===== src/inc/rptac_pkg.sv =====
// ****************************************************************
// shared constants for the repeater activity and collision core
// ****************************************************************
package rptac_pkg;
    // number of ports: eight twisted-pair plus the aui port
    localparam int TP_PORTS = 8;
    localparam int NET_PORTS = TP_PORTS + 1;
    // index of the aui port within the network port vector
    localparam int AUI_IDX = 8;
    // collision presence pair signal, nominal frequency in mhz
    localparam int CP_FREQ_MHZ = 10;
    // core clock rate in mhz
    localparam int CLK_MHZ = 250;
    // half period of the 10 mhz collision signal, rounded down, in cycles
    localparam int CP_HALF_CYC = CLK_MHZ / (2 * CP_FREQ_MHZ);
    // collision presence is dropped after this many cycles without an edge
    localparam int CP_HOLD_CYC = 4 * CP_HALF_CYC;
    // jam bit time: 100 ns at 10 mbit/s, in cycles
    localparam int JAM_BIT_NS = 100;
    localparam int JAM_BIT_CYC = (JAM_BIT_NS * CLK_MHZ) / 1000;
    // cycles the buffered data keeps repeating after reception ends
    localparam int DRAIN_CYC = 64;
    // default partition thresholds
    localparam int PART_LIMIT = 31;
    localparam int RECONN_LIMIT = 2;
    // reset values
    localparam logic [7:0] CNT_RST = 8'h00;
endpackage


===== src/design/rptac_port_guard.sv =====
`timescale 1ns/1ps
// ****************************************************************
// per-port partition guard: counts collisions, isolates and rejoins
// ****************************************************************
module rptac_port_guard #(
    parameter int PART_LIMIT = rptac_pkg::PART_LIMIT,
    parameter int RECONN_LIMIT = rptac_pkg::RECONN_LIMIT
) (
    input wire logic core_clk,
    input wire logic reset,
    input wire logic coll_end,
    input wire logic clean_end,
    output logic part
);
    // consecutive collision and clean-frame counters
    logic [7:0] coll_cnt, next_coll_cnt;
    logic [7:0] clean_cnt, next_clean_cnt;
    logic next_part;

    // next state of the guard
    always_comb begin
        next_coll_cnt = coll_cnt;
        next_clean_cnt = clean_cnt;
        next_part = part;
        if (coll_end) begin
            // another collided frame
            next_clean_cnt = rptac_pkg::CNT_RST;
            if (coll_cnt < 8'(PART_LIMIT)) begin
                next_coll_cnt = coll_cnt + 8'h01;
            end
            if (coll_cnt + 8'h01 >= 8'(PART_LIMIT)) begin
                next_part = 1'b1;
            end
        end else if (clean_end) begin
            // collision free frame
            next_coll_cnt = rptac_pkg::CNT_RST;
            if (part) begin
                next_clean_cnt = clean_cnt + 8'h01;
                if (clean_cnt + 8'h01 >= 8'(RECONN_LIMIT)) begin
                    next_part = 1'b0;
                    next_clean_cnt = rptac_pkg::CNT_RST;
                end
            end
        end
    end

    // register the guard
    always_ff @(posedge core_clk) begin
        if (reset) begin
            coll_cnt <= rptac_pkg::CNT_RST;
            clean_cnt <= rptac_pkg::CNT_RST;
            part <= 1'b0;
        end else begin
            coll_cnt <= next_coll_cnt;
            clean_cnt <= next_clean_cnt;
            part <= next_part;
        end
    end
endmodule


===== src/design/rptac_core.sv =====
`timescale 1ns/1ps
// Contract
// - active while receiving or draining buffered data
// - during jam, active only while any receives
// - activity request follows active status
// - two or more receivers means collision
// - reception while repeating means collision
// - 10 MHz collision presence means collision
// - jam is alternating ones and zeros
// - network ports are eight tp plus aui
// - excessive collisions partition the port
// - clean traffic reconnects a partitioned port
// - flag receive collision for non-colliding detector
// - last remaining receiver is in receive collision
// - aui transmit collision: presence while transmitting
// - tp transmit collision: receive while transmitting
module rptac_core #(
    parameter int PART_LIMIT = rptac_pkg::PART_LIMIT,
    parameter int RECONN_LIMIT = rptac_pkg::RECONN_LIMIT
) (
    input wire logic core_clk,
    input wire logic reset,
    input wire logic [8:0] port_rx,
    input wire logic collision_presence_pair,
    output logic act_req,
    output logic collision,
    output logic jam_data,
    output logic repeat_tx,
    output logic [8:0] port_tx_en,
    output logic [8:0] rx_coll,
    output logic [8:0] tx_coll,
    output logic [8:0] partitioned
);
    localparam int N = rptac_pkg::NET_PORTS;
    localparam int A = rptac_pkg::AUI_IDX;

    // ****************************************************************
    // input synchronisers
    // ****************************************************************
    logic [N-1:0] rx_s1, rx_s2;
    logic [N-1:0] rx_s3; // last synced value, for end-of-reception edges
    logic cp_s1, cp_s2, cp_s3;
    always_ff @(posedge core_clk) begin
        if (reset) begin
            rx_s1 <= '0;
            rx_s2 <= '0;
            rx_s3 <= '0;
            cp_s1 <= 1'b0;
            cp_s2 <= 1'b0;
            cp_s3 <= 1'b0;
        end else begin
            rx_s1 <= port_rx;
            rx_s2 <= rx_s1;
            rx_s3 <= rx_s2;
            cp_s1 <= collision_presence_pair;
            cp_s2 <= cp_s1;
            cp_s3 <= cp_s2;
        end
    end

    // count of ports receiving; partitioned ports take no part
    function automatic logic [3:0] pop(input logic [N-1:0] v);
        logic [3:0] c;
        c = 4'h0;
        for (int i = 0; i < N; i++) begin
            c = c + {3'b000, v[i]};
        end
        return c;
    endfunction

    // ****************************************************************
    // collision presence detector
    // ****************************************************************
    logic [7:0] cp_cnt, next_cp_cnt;
    logic cp_active, next_cp_active;
    // any edge of the 10 mhz signal retriggers the hold window
    always_comb begin
        next_cp_cnt = cp_cnt;
        next_cp_active = cp_active;
        if (cp_s2 != cp_s3) begin
            next_cp_cnt = 8'(rptac_pkg::CP_HOLD_CYC);
            next_cp_active = 1'b1;
        end else if (cp_cnt != 8'h00) begin
            next_cp_cnt = cp_cnt - 8'h01;
        end else begin
            next_cp_active = 1'b0;
        end
    end
    always_ff @(posedge core_clk) begin
        if (reset) begin
            cp_cnt <= rptac_pkg::CNT_RST;
            cp_active <= 1'b0;
        end else begin
            cp_cnt <= next_cp_cnt;
            cp_active <= next_cp_active;
        end
    end

    // ****************************************************************
    // activity, collision and jam
    // ****************************************************************
    typedef enum logic [1:0] {RPTAC_IDLE, RPTAC_RPT, RPTAC_JAM} rptac_state_t;
    rptac_state_t state, next_state;
    logic [N-1:0] rx_ok;      // receiving and not partitioned
    logic [3:0] nrx;
    logic coll_now;
    logic [7:0] drain, next_drain;
    logic [7:0] bit_cnt, next_bit_cnt;
    logic jam_bit, next_jam_bit;
    logic next_act, next_coll, next_rpt;
    logic [N-1:0] src, next_src;  // port being repeated
    logic [N-1:0] next_tx_en, next_rx_coll, next_tx_coll;

    assign rx_ok = rx_s2 & ~partitioned;
    assign nrx = pop(rx_ok);
    // collision causes
    assign coll_now = (nrx > 4'h1)
        || ((rx_ok & ~src) != '0 && state == RPTAC_RPT)
        || cp_active;

    always_comb begin
        next_state = state;
        next_drain = drain;
        next_bit_cnt = bit_cnt;
        next_jam_bit = jam_bit;
        next_src = src;
        case (state)
            RPTAC_IDLE: begin
                if (coll_now) begin
                    next_state = RPTAC_JAM;
                end else if (nrx == 4'h1) begin
                    next_state = RPTAC_RPT;
                    next_src = rx_ok;
                end
                next_drain = 8'(rptac_pkg::DRAIN_CYC);
            end
            RPTAC_RPT: begin
                if (coll_now) begin
                    next_state = RPTAC_JAM;
                end else if ((rx_ok & src) != '0) begin
                    next_drain = 8'(rptac_pkg::DRAIN_CYC);
                end else if (drain != 8'h00) begin
                    next_drain = drain - 8'h01;
                end else begin
                    next_state = RPTAC_IDLE;
                    next_src = '0;
                end
            end
            RPTAC_JAM: begin
                // alternating pattern at the bit rate
                if (bit_cnt == 8'h00) begin
                    next_bit_cnt = 8'(rptac_pkg::JAM_BIT_CYC - 1);
                    next_jam_bit = ~jam_bit;
                end else begin
                    next_bit_cnt = bit_cnt - 8'h01;
                end
                if (nrx == 4'h0 && !cp_active) begin
                    next_state = RPTAC_IDLE;
                    next_src = '0;
                end
            end
            default: next_state = RPTAC_IDLE;
        endcase
        if (next_state != RPTAC_JAM) begin
            next_bit_cnt = 8'(rptac_pkg::JAM_BIT_CYC - 1);
            next_jam_bit = 1'b1;
        end
        // active status drives the request output
        next_act = (next_state == RPTAC_RPT)
            || (next_state == RPTAC_JAM && nrx != 4'h0);
        next_coll = (next_state == RPTAC_JAM);
        next_rpt = (next_state != RPTAC_IDLE);
        // receive collision: detector is not a colliding node
        next_rx_coll = '0;
        next_tx_coll = '0;
        if (next_coll) begin
            next_rx_coll[A] = cp_active && !port_tx_en[A];
            if (nrx == 4'h1) begin
                next_rx_coll = next_rx_coll | rx_ok;
            end
        end
        // repeat to all unpartitioned ports but the source; jam goes to all unpartitioned ports
        next_tx_en = next_coll ? ~partitioned : (next_rpt ? ~next_src & ~partitioned : '0);
        // aui in receive collision is the source: keep it silent, which holds the flag
        if (next_coll && cp_active && !port_tx_en[A]) begin
            next_tx_en[A] = 1'b0;
        end
        next_tx_coll[A] = cp_active && port_tx_en[A];
        for (int i = 0; i < rptac_pkg::TP_PORTS; i++) begin
            next_tx_coll[i] = rx_ok[i] && port_tx_en[i];
        end
    end

    always_ff @(posedge core_clk) begin
        if (reset) begin
            state <= RPTAC_IDLE;
            drain <= rptac_pkg::CNT_RST;
            bit_cnt <= rptac_pkg::CNT_RST;
            jam_bit <= 1'b1;
            src <= '0;
            act_req <= 1'b0;
            collision <= 1'b0;
            jam_data <= 1'b0;
            repeat_tx <= 1'b0;
            port_tx_en <= '0;
            rx_coll <= '0;
            tx_coll <= '0;
        end else begin
            state <= next_state;
            drain <= next_drain;
            bit_cnt <= next_bit_cnt;
            jam_bit <= next_jam_bit;
            src <= next_src;
            act_req <= next_act;
            collision <= next_coll;
            jam_data <= next_coll & next_jam_bit;
            repeat_tx <= next_rpt;
            port_tx_en <= next_tx_en;
            rx_coll <= next_rx_coll;
            tx_coll <= next_tx_coll;
        end
    end

    // ****************************************************************
    // per-port partition guards
    // ****************************************************************
    logic frame_end;
    assign frame_end = (state != RPTAC_IDLE) && (next_state == RPTAC_IDLE);
    for (genvar g = 0; g < N; g++) begin : g_guard
        logic involved;
        logic own_end; // isolated port's own reception ended without collision
        assign involved = src[g] || tx_coll[g] || rx_s2[g];
        // an isolated port never starts a repeat, so its own clean traffic counts here
        assign own_end = partitioned[g] && rx_s3[g] && !rx_s2[g] && !collision;
        rptac_port_guard #(
            .PART_LIMIT(PART_LIMIT),
            .RECONN_LIMIT(RECONN_LIMIT)
        ) u_guard (
            .core_clk(core_clk),
            .reset(reset),
            .coll_end(frame_end && collision && involved),
            .clean_end((frame_end && !collision && involved) || own_end),
            .part(partitioned[g])
        );
    end
endmodule


===== config.mk =====
export PLATFORM = sky130hd
export DESIGN_NAME = rptac_core
export DESIGN_NICKNAME = d
export VERILOG_FILES = /design/src/inc/rptac_pkg.sv /design/src/design/rptac_port_guard.sv /design/src/design/rptac_core.sv
export SDC_FILE = /design/constraint.sdc
export NUM_CORES = 1
export LEC_CHECK = 0
export ABC_AREA = 1
export BUFFER_PORTS_ARGS = -buffer_cell sky130_fd_sc_hd__buf_2
export CAP_MARGIN = 5
export CORE_AREA = 8 8 160 162
export CTS_CLUSTER_SIZE = 16
export DETAILED_ROUTE_END_ITERATION = 7
export DIE_AREA = 0 0 168 170
export PLACE_DENSITY = 0.8
export SLEW_MARGIN = 20
export SYNTH_ARGS = -nofsm -noshare
export SYNTH_HDL_FRONTEND = slang
export SYNTH_SLANG_ARGS = --single-unit

===== constraint.sdc =====
create_clock -name core_clk -period 6.3 [get_ports core_clk]
set_input_delay 1.26 -clock core_clk [delete_from_list [all_inputs] [get_ports core_clk]]
set_output_delay 1.26 -clock core_clk [all_outputs]
set_load 0.05 [all_outputs]

* After elaboration in Yosys (flattened, before gate mapping)
Index checks and enable logic that the tools add are counted.
** Word-level totals
- Bits in registers :: 251
- Input bits :: 12
- Logic and storage cells :: 430
** Operators by class
- $add $sub $neg :: 29
- Magnitude comparators :: 28
- Equal/unequal tests :: 28
- Muxes and demuxes :: 112
- Bitwise logic cells :: 12
- Reduce and logical (&&, ||, !) cells :: 170
** Operator list (number)
- 2-to-1 mux 8 bit :: 40
- adder 8 x 1 -> 8 bit, second input constant :: 18
- 2-to-1 mux 9 bit :: 9
- >= comparator 8 x 2 -> 1 bit, second input constant :: 9
- >= comparator 8 x 5 -> 1 bit, second input constant :: 9
- less-than comparator 8 x 5 -> 1 bit, second input constant :: 9
- logical AND 1 bit :: 63
- AND reduction 2 bit :: 27
- 2-to-1 mux 1 bit :: 50
- inequality test 2 bit, second input constant :: 21
- AND 9 bit :: 4
- logical OR 1 bit :: 30
- nonzero test 2 bit :: 14
- NOT 9 bit :: 3
- one-hot mux 9 bit (3 select lines) :: 1
- OR reduction 2 bit :: 13
- subtractor 8 x 1 -> 8 bit, second input constant :: 3
- adder 4 x 1 -> 4 bit :: 5
- nonzero test 9 bit :: 2
- one-hot mux 8 bit (2 select lines) :: 1
- nonzero test 8 bit :: 2
- logical NOT 1 bit :: 12
- 2-to-1 mux 2 bit :: 6
- 2-to-1 mux 6 bit :: 2
- 20 further kinds :: 26

* Logic depth before layout (Yosys ltp)
- Depth in word-level cells :: 22
- Mapped depth :: 24

* Cells and area by module
A second synthesis with hierarchy kept.
** Second synthesis, totals
- Cells, all modules :: 1900
- Area total of the unflattened synthesis :: 13187.6 µm²
** Modules (own cells, without submodules)
- rptac_port_guard :: times used 9, cells each 140, area an instance 943.4 µm²
- rptac_core :: times used 1, cells each 640, area an instance 4697.0 µm²

* Worst setup path after synthesis
Ideal clock, no wire load.
- Path kind :: reg-to-reg
- Start :: register g_guard[3].u_guard.part
- End :: register g_guard[2].u_guard.clean_cnt[1]
- Arrival :: 4545 ps
- Required time :: 6177 ps
- Slack :: 1632 ps
- Stages on the path, launching flop included :: 22
- Period minus slack after synthesis :: 4668 ps
- Path through :: dfxtp_1 > nor2_1 > inv_1 > fa_1 > inv_1 > fa_1 > fa_1 > inv_1 > fa_1 > fa_1 > inv_1 > nor2_1 > nand3_1 > o21bai_2 > nand3_2 > nor2_8 > buf_6 > nand3_4 > nand2_2 > nand2_1 > inv_2 > nor3_1
** Between the ends
- Word-level cells in the longest chain between the ends :: 19
- Elaborated cells on any way between the ends :: 34
- Classes of those cells :: add/sub: 6; order compare: 1; eq/ne: 1; mux: 6; bitwise: 4; reduce/logical: 16
** RTL lines
- from (decl) :: line rptac_port_guard.sv:13 : output logic part
- from (signal assigned) :: line rptac_port_guard.sv:56 : part <= next_part;
- NOT 9 bit (*) :: line rptac_core.sv:114 : assign rx_ok = rx_s2 & ~partitioned;
- AND 9 bit (*) :: line rptac_core.sv:114
- adder 3 x 1 -> 4 bit :: line rptac_core.sv:66 : c = c + {3'b000, v[i]};
- adder 4 x 1 -> 4 bit (5 in a row) :: line rptac_core.sv:66
- > comparator 4 x 1 -> 1 bit :: line rptac_core.sv:117 : assign coll_now = (nrx > 4'h1)
- logical OR 1 bit :: line rptac_core.sv:118 : || ((rx_ok & ~src) != '0 && state == RPTAC_RPT)
- logical OR 1 bit :: line rptac_core.sv:119 : || cp_active;
- 2-to-1 mux 2 bit, on equally long branches :: line rptac_core.sv:138, rptac_core.sv:129
- one-hot mux 2 bit (3 select lines) (*) :: line rptac_core.sv:127 : case (state)
- logical NOT 2 bit (*) :: line rptac_core.sv:228 : assign frame_end = (state != RPTAC_IDLE) && (next_state == RPTAC_IDLE);
- logical AND 1 bit (*) :: line rptac_core.sv:228
- logical AND 1 bit (2 in a row) :: line rptac_core.sv:242 : .clean_end((frame_end && !collision && involved) || own_end),
- logical OR 1 bit :: line rptac_core.sv:242
- AND reduction 2 bit (no source line)
- to (signal assigned) :: line rptac_port_guard.sv:51 : clean_cnt <= rptac_pkg::CNT_RST;
- to (signal assigned) :: line rptac_port_guard.sv:55 : clean_cnt <= next_clean_cnt;
- to (decl) :: line rptac_port_guard.sv:17 : logic [7:0] clean_cnt, next_clean_cnt;
Mark *: on every way between the ends. The rest lies on a longest branch, timed or not.
A chain may end at the register's enable or synchronous reset.

* Worst setup path after layout
- Start :: register g_guard[1].u_guard.part
- End :: register g_guard[7].u_guard.clean_cnt[1]
** Between the ends
- Word-level cells in the longest chain between the ends :: 21
- Elaborated cells on any way between the ends :: 36
- Classes of those cells :: add/sub: 8; order compare: 1; eq/ne: 1; mux: 6; bitwise: 4; reduce/logical: 16
** RTL lines (line)
- from (decl) :: rptac_port_guard.sv:13
- from (signal assigned) :: rptac_port_guard.sv:56
- NOT 9 bit (*) :: rptac_core.sv:114
- AND 9 bit (*) :: rptac_core.sv:114
- adder 1 x 1 -> 2 bit :: rptac_core.sv:66
- adder 2 x 1 -> 3 bit :: rptac_core.sv:66
- adder 3 x 1 -> 4 bit :: rptac_core.sv:66
- adder 4 x 1 -> 4 bit (5 in a row) :: rptac_core.sv:66
- > comparator 4 x 1 -> 1 bit :: rptac_core.sv:117
- logical OR 1 bit :: rptac_core.sv:118
- logical OR 1 bit :: rptac_core.sv:119
- 2-to-1 mux 2 bit, on equally long branches :: rptac_core.sv:138, rptac_core.sv:129
- one-hot mux 2 bit (3 select lines) (*) :: rptac_core.sv:127
- logical NOT 2 bit (*) :: rptac_core.sv:228
- logical AND 1 bit (*) :: rptac_core.sv:228
- logical AND 1 bit (2 in a row) :: rptac_core.sv:242
- logical OR 1 bit :: rptac_core.sv:242
- AND reduction 2 bit (no source line)
- to (signal assigned) :: rptac_port_guard.sv:51
- to (signal assigned) :: rptac_port_guard.sv:55
- to (decl) :: rptac_port_guard.sv:17
Marks and branches as above.

==> metrics.md <==
| Metric | Value |
|---|---|
| Pin count of the biggest net entering global routing | 54 |
| DR WL met3 | 1690 um |
| Die Wd | 168 um |
| Fin area | 13,900 um2 |
| CP required | 6.71 ns |
| WS Path Type | reg -> reg |
| Die height | 170 um |
| Maximum Capacitance Violations | 0 |
| Net count after synthesis | 1,791 |
| CP arrival | 5.94 ns |
| Antenna viol nets, final | 0 |
| Worst IR Drop VDD | 0.277 mV |
| Final worst-path setup slack | 0.770 ns |
| Cell Area, Placed | 13,000 um2 |
| Final Setup Violations | 0 |
| Crit path max-delay family | adder cells |
| Asr flop ratio synth | 0% |
| Fmax | 0.181 GHz |
| Final hold vios | 0 |
| TritonCTS Buffers | 26 |
| Cts repair resizes | 0 |
| CP Buf/Inv Count | 6 |
| H-tree Lvls | 1 |
| Critical Path Most Common Cell | fa_1 |
| Critical Path Slowest Stage Cell | fa_1 |
| Leakage power | 6.24 nW |
| Clock Root Buffer | clkbuf_16 |
| Routed vias/inst | 5.32 |
| Grt ovf | 0 |
| Hpwl dp | 19,900 um |
| M1 wire length | 12,400 um |
| Synth unique cells | 48 |
| Layout Skew | 0.00772 ns |
| First-pass GRT wire length | 46,900 um |
| Gate Count Post-Synth | 1,731 |
| R2r setup slk | 0.77 ns |
| GRT Util Overall | 19.2% |
| Setup WS pre-CTS | 0.824 ns |
| Worst reg2reg path startpoint | g_guard[1].u_guard.part |
| R2R depth | 21 |
| Wirelength per Cell | 13.4 um |
| CTS tree | done |
| Starting Density | 54.3% |
| Pre-antenna DRT Iters | 6 |
| CTS clk-pin slew, worst paths | 0.06 ns |
| Time the worst path needs with I/O delays and setup | 5.53 ns |
| Crit share post-route | 87.8% |
| Max-slew violations | 0 |
| Number of synthesized flops with an enable pin | 0 |
| Measured slew at the worst slew-check pin | 0.919 ns |
| Boundary pin count | 52 |
| Crit start category | register |
| CP Max Fanout | 22 |
| N_diodes | 0 |
| Vias in the first global route | 10.2k |
| Worst slew margin | 38.4% |
| Mapped Area | 12,500 um2 |
| I/O Buffers | 51 |
| Worst flop-to-flop path endpoint | g_guard[7].u_guard.clean_cnt[1] |
| Area grow syn2layout | 10.9% |
| Sequential share of the synthesized area | 40.2% |
| Hold path startpoint | rx_s1[6] |
| Critical path launch point | g_guard[1].u_guard.part |
| Critical Path Sink Type | register |
| Row cnt | 56 |
| Vias | 11.1k |
| WL met2 | 13,100 um |
| Top sig layer | met4 |
| Synthesized flop and latch total | 251 |
| Post-Synthesis Mean Instance Area | 7.23 um2 |
| Antenna violations before repair | 0 |
| Status | finished, final reports clean |
| Post-CTS Setup Bufs | 0 |
| GPL Wtd Cong | 0.922 |
| Reg area | 5020 um2 |
| Die Area | 28,600 um2 |
| Hold Path Sink | rx_s2[6] |
| CTS sink count | 251 |
| Clock buffer depth | 3 |
| Core area | 23,100 um2 |
| Worst skew pair latency | 0.53 ns |
| Main synth FF type | dfxtp_1 |
| Multi-input gate area | 6360 um2 |
| Initial DRC count | 653 |
| RSZ-0062 raised after global routing | no |
| Max incr delay on CP | 0.52 ns |
| Final wirelength | 27,900 um |
| Ratio of cells with drive above 1 in the final layout | 8.99% |
| Power Density | 360 nW/um2 |
| Ys Warns | 0 |
| Fill cells | 2,044 |
| Setup_tns | 0 ns |
| Hold depth | 2 |
| CTS Hold Bufs | 0 |
| Hold WC Path Type | reg -> reg |
| DRC viols | 0 |
| Ordered cell list for the critical path | nor2_1 -> inv_1 -> fa_1 -> inv_1 -> fa_1 -> fa_1 -> inv_1 -> fa_1 -> fa_1 -> inv_1 -> nor2_1 -> nand3_1 -> o21bai_2 -> nand3_2 -> nor2_8 -> buf_4 -> nand3_2 -> nand2_1 -> nand2_1 -> inv_2 -> nor3_1 |
| Total Nets Final | 1,845 |
[worst max-delay path by stage]
stage / to / slack [ns] / cells after the start
after floorplan: g_guard[2].u_guard.clean_cnt[1] / 1.63 / 21
after global placement: g_guard[7].u_guard.clean_cnt[1] / 0.97 / 21
after detailed placement: g_guard[7].u_guard.clean_cnt[1] / 0.82 / 21
after CTS: g_guard[7].u_guard.clean_cnt[1] / 0.81 / 21
after global routing: g_guard[7].u_guard.clean_cnt[0] / 0.33 / 21
final: g_guard[7].u_guard.clean_cnt[1] / 0.77 / 21
[routing by layer]
metal	vias up	track usage, %
met3	59	3.20
met5	-	0
met2	272	33.2
met4	0	6.75
met1	5118	24.0
li1	5681	-
[cells in the mapped netlist (4+ instances only)]
master | n | share of area [%]
nor2_1 | 346 | 10
nand2_1 | 285 | 8.6
dfxtp_1 | 251 | 40
inv_1 | 237 | 7.1
nand3_1 | 90 | 3.6
nor3_1 | 89 | 3.6
nand4_1 | 80 | 4.0
a21oi_1 | 63 | 2.5
xor2_1 | 49 | 3.4
ha_1 | 43 | 4.3
o21ai_0 | 25 | 1.0
clkbuf_1 | 16 | 0.48
xnor2_1 | 16 | 1.1
o2111ai_1 | 15 | 1.1
nand3_2 | 13 | 1.0
inv_2 | 12 | 0.36
buf_4 | 9 | 0.54
nand3b_1 | 9 | 0.54
nor2_4 | 8 | 0.72
o211ai_1 | 8 | 0.48
nand4_2 | 7 | 0.70
o31ai_1 | 6 | 0.36
clkinv_1 | 5 | 0.15
fa_1 | 5 | 0.80
nand2_2 | 5 | 0.25
or2_2 | 5 | 0.25
nor2_2 | 4 | 0.20
[report_power, final]
part | internal [mW] | switching, mW | total [mW]
registers | 1.79 | 0.167 | 1.95
clock network | 0.917 | 0.617 | 1.53
logic | 0.463 | 1.04 | 1.51
[logic make-up after synthesis]
kind of cell / after synthesis / synth area share (%)
compound gates: 131 / 6.32
flops: 251 / 40.2
fa+ha+maj: 48 / 5.10
simple gates: 951 / 34.9
buf+inv: 285 / 8.96
xor+xnor: 65 / 4.55
[layout make-up]
type                       instances  share of cell area, %
clock buffer                      35                   5.45
tap                              290                   2.62
multi-input combinational       1195                   45.9
inverter                         254                   6.88
timing repair buffer              57                   2.18
clock inverter                    10                  0.749
sequential                       251                   36.2
[flip-flops by register name (all words and copies together), names as in the netlist, 2 cells and up]
register	flops
drain	8
bit_cnt	8
rx_s3	9
rx_s1	9
g_guard.u_guard.clean_cnt	72
src	9
tx_coll	9
rx_coll	9
g_guard.u_guard.part	9
g_guard.u_guard.coll_cnt	72
port_tx_en	9
state	2
cp_cnt	8
rx_s2	9
[placed cells by master, fill, tap and decap left out, types with 2 or more instances in the layout]
cell       synthesis  routed
nand4_2            7       7
o31ai_1            6       6
o2111ai_1         15      15
inv_1            237     236
clkbuf_1          16       3
nand3b_1           9       9
clkbuf_16          0      27
nand3_2           13      13
nand3_1           90      90
o21ai_0           25      25
inv_2             12      13
or2_2              5       5
nor2_1           346     346
nand2_2            5       5
o211ai_1           8       8
fa_1               5       5
nand3_4            2       2
nor3_1            89      89
nor3b_1            2       2
a211oi_1           3       3
nand2_1          285     285
nor2_4             8       8
clkinv_2           0       7
dfxtp_1          251     251
bufinv_16          0       2
clkbuf_8           0       5
nor2_2             4       4
xnor2_1           16      16
ha_1              43      43
a21oi_1           63      63
nand4_1           80      80
nand4_4            2       2
buf_4              9       7
buf_2              2      50
a221oi_1           2       2
clkinv_1           5       5
xor2_1            49      49
[worst register-to-register path, delay by kind of cell (launching register included)]
kind,cells,cell delay [ns]
fa+ha+maj,5,2.37
flops,1,0.41
buf+inv,6,0.68
compound gates,1,0.20
simple gates,9,1.76
[per-stage QoR]
step / hold WS, ns / instances / power (mW) / util (%)
4_1_cts: 0.405 / 2092 / 5.01 / 60.1
5_1_grt: 0.420 / 2092 / 5.28 / 60.1
3_3_place_gp: 0.391 / 2047 / 3.43 / 56.4
6_report: 0.402 / 2092 / 4.99 / 60.1
3_5_place_dp: 0.395 / 2047 / 3.46 / 56.4
2_1_floorplan: 0.388 / 1731 / 3.13 / -
Note: power is estimated with default switching activity, not from simulation.
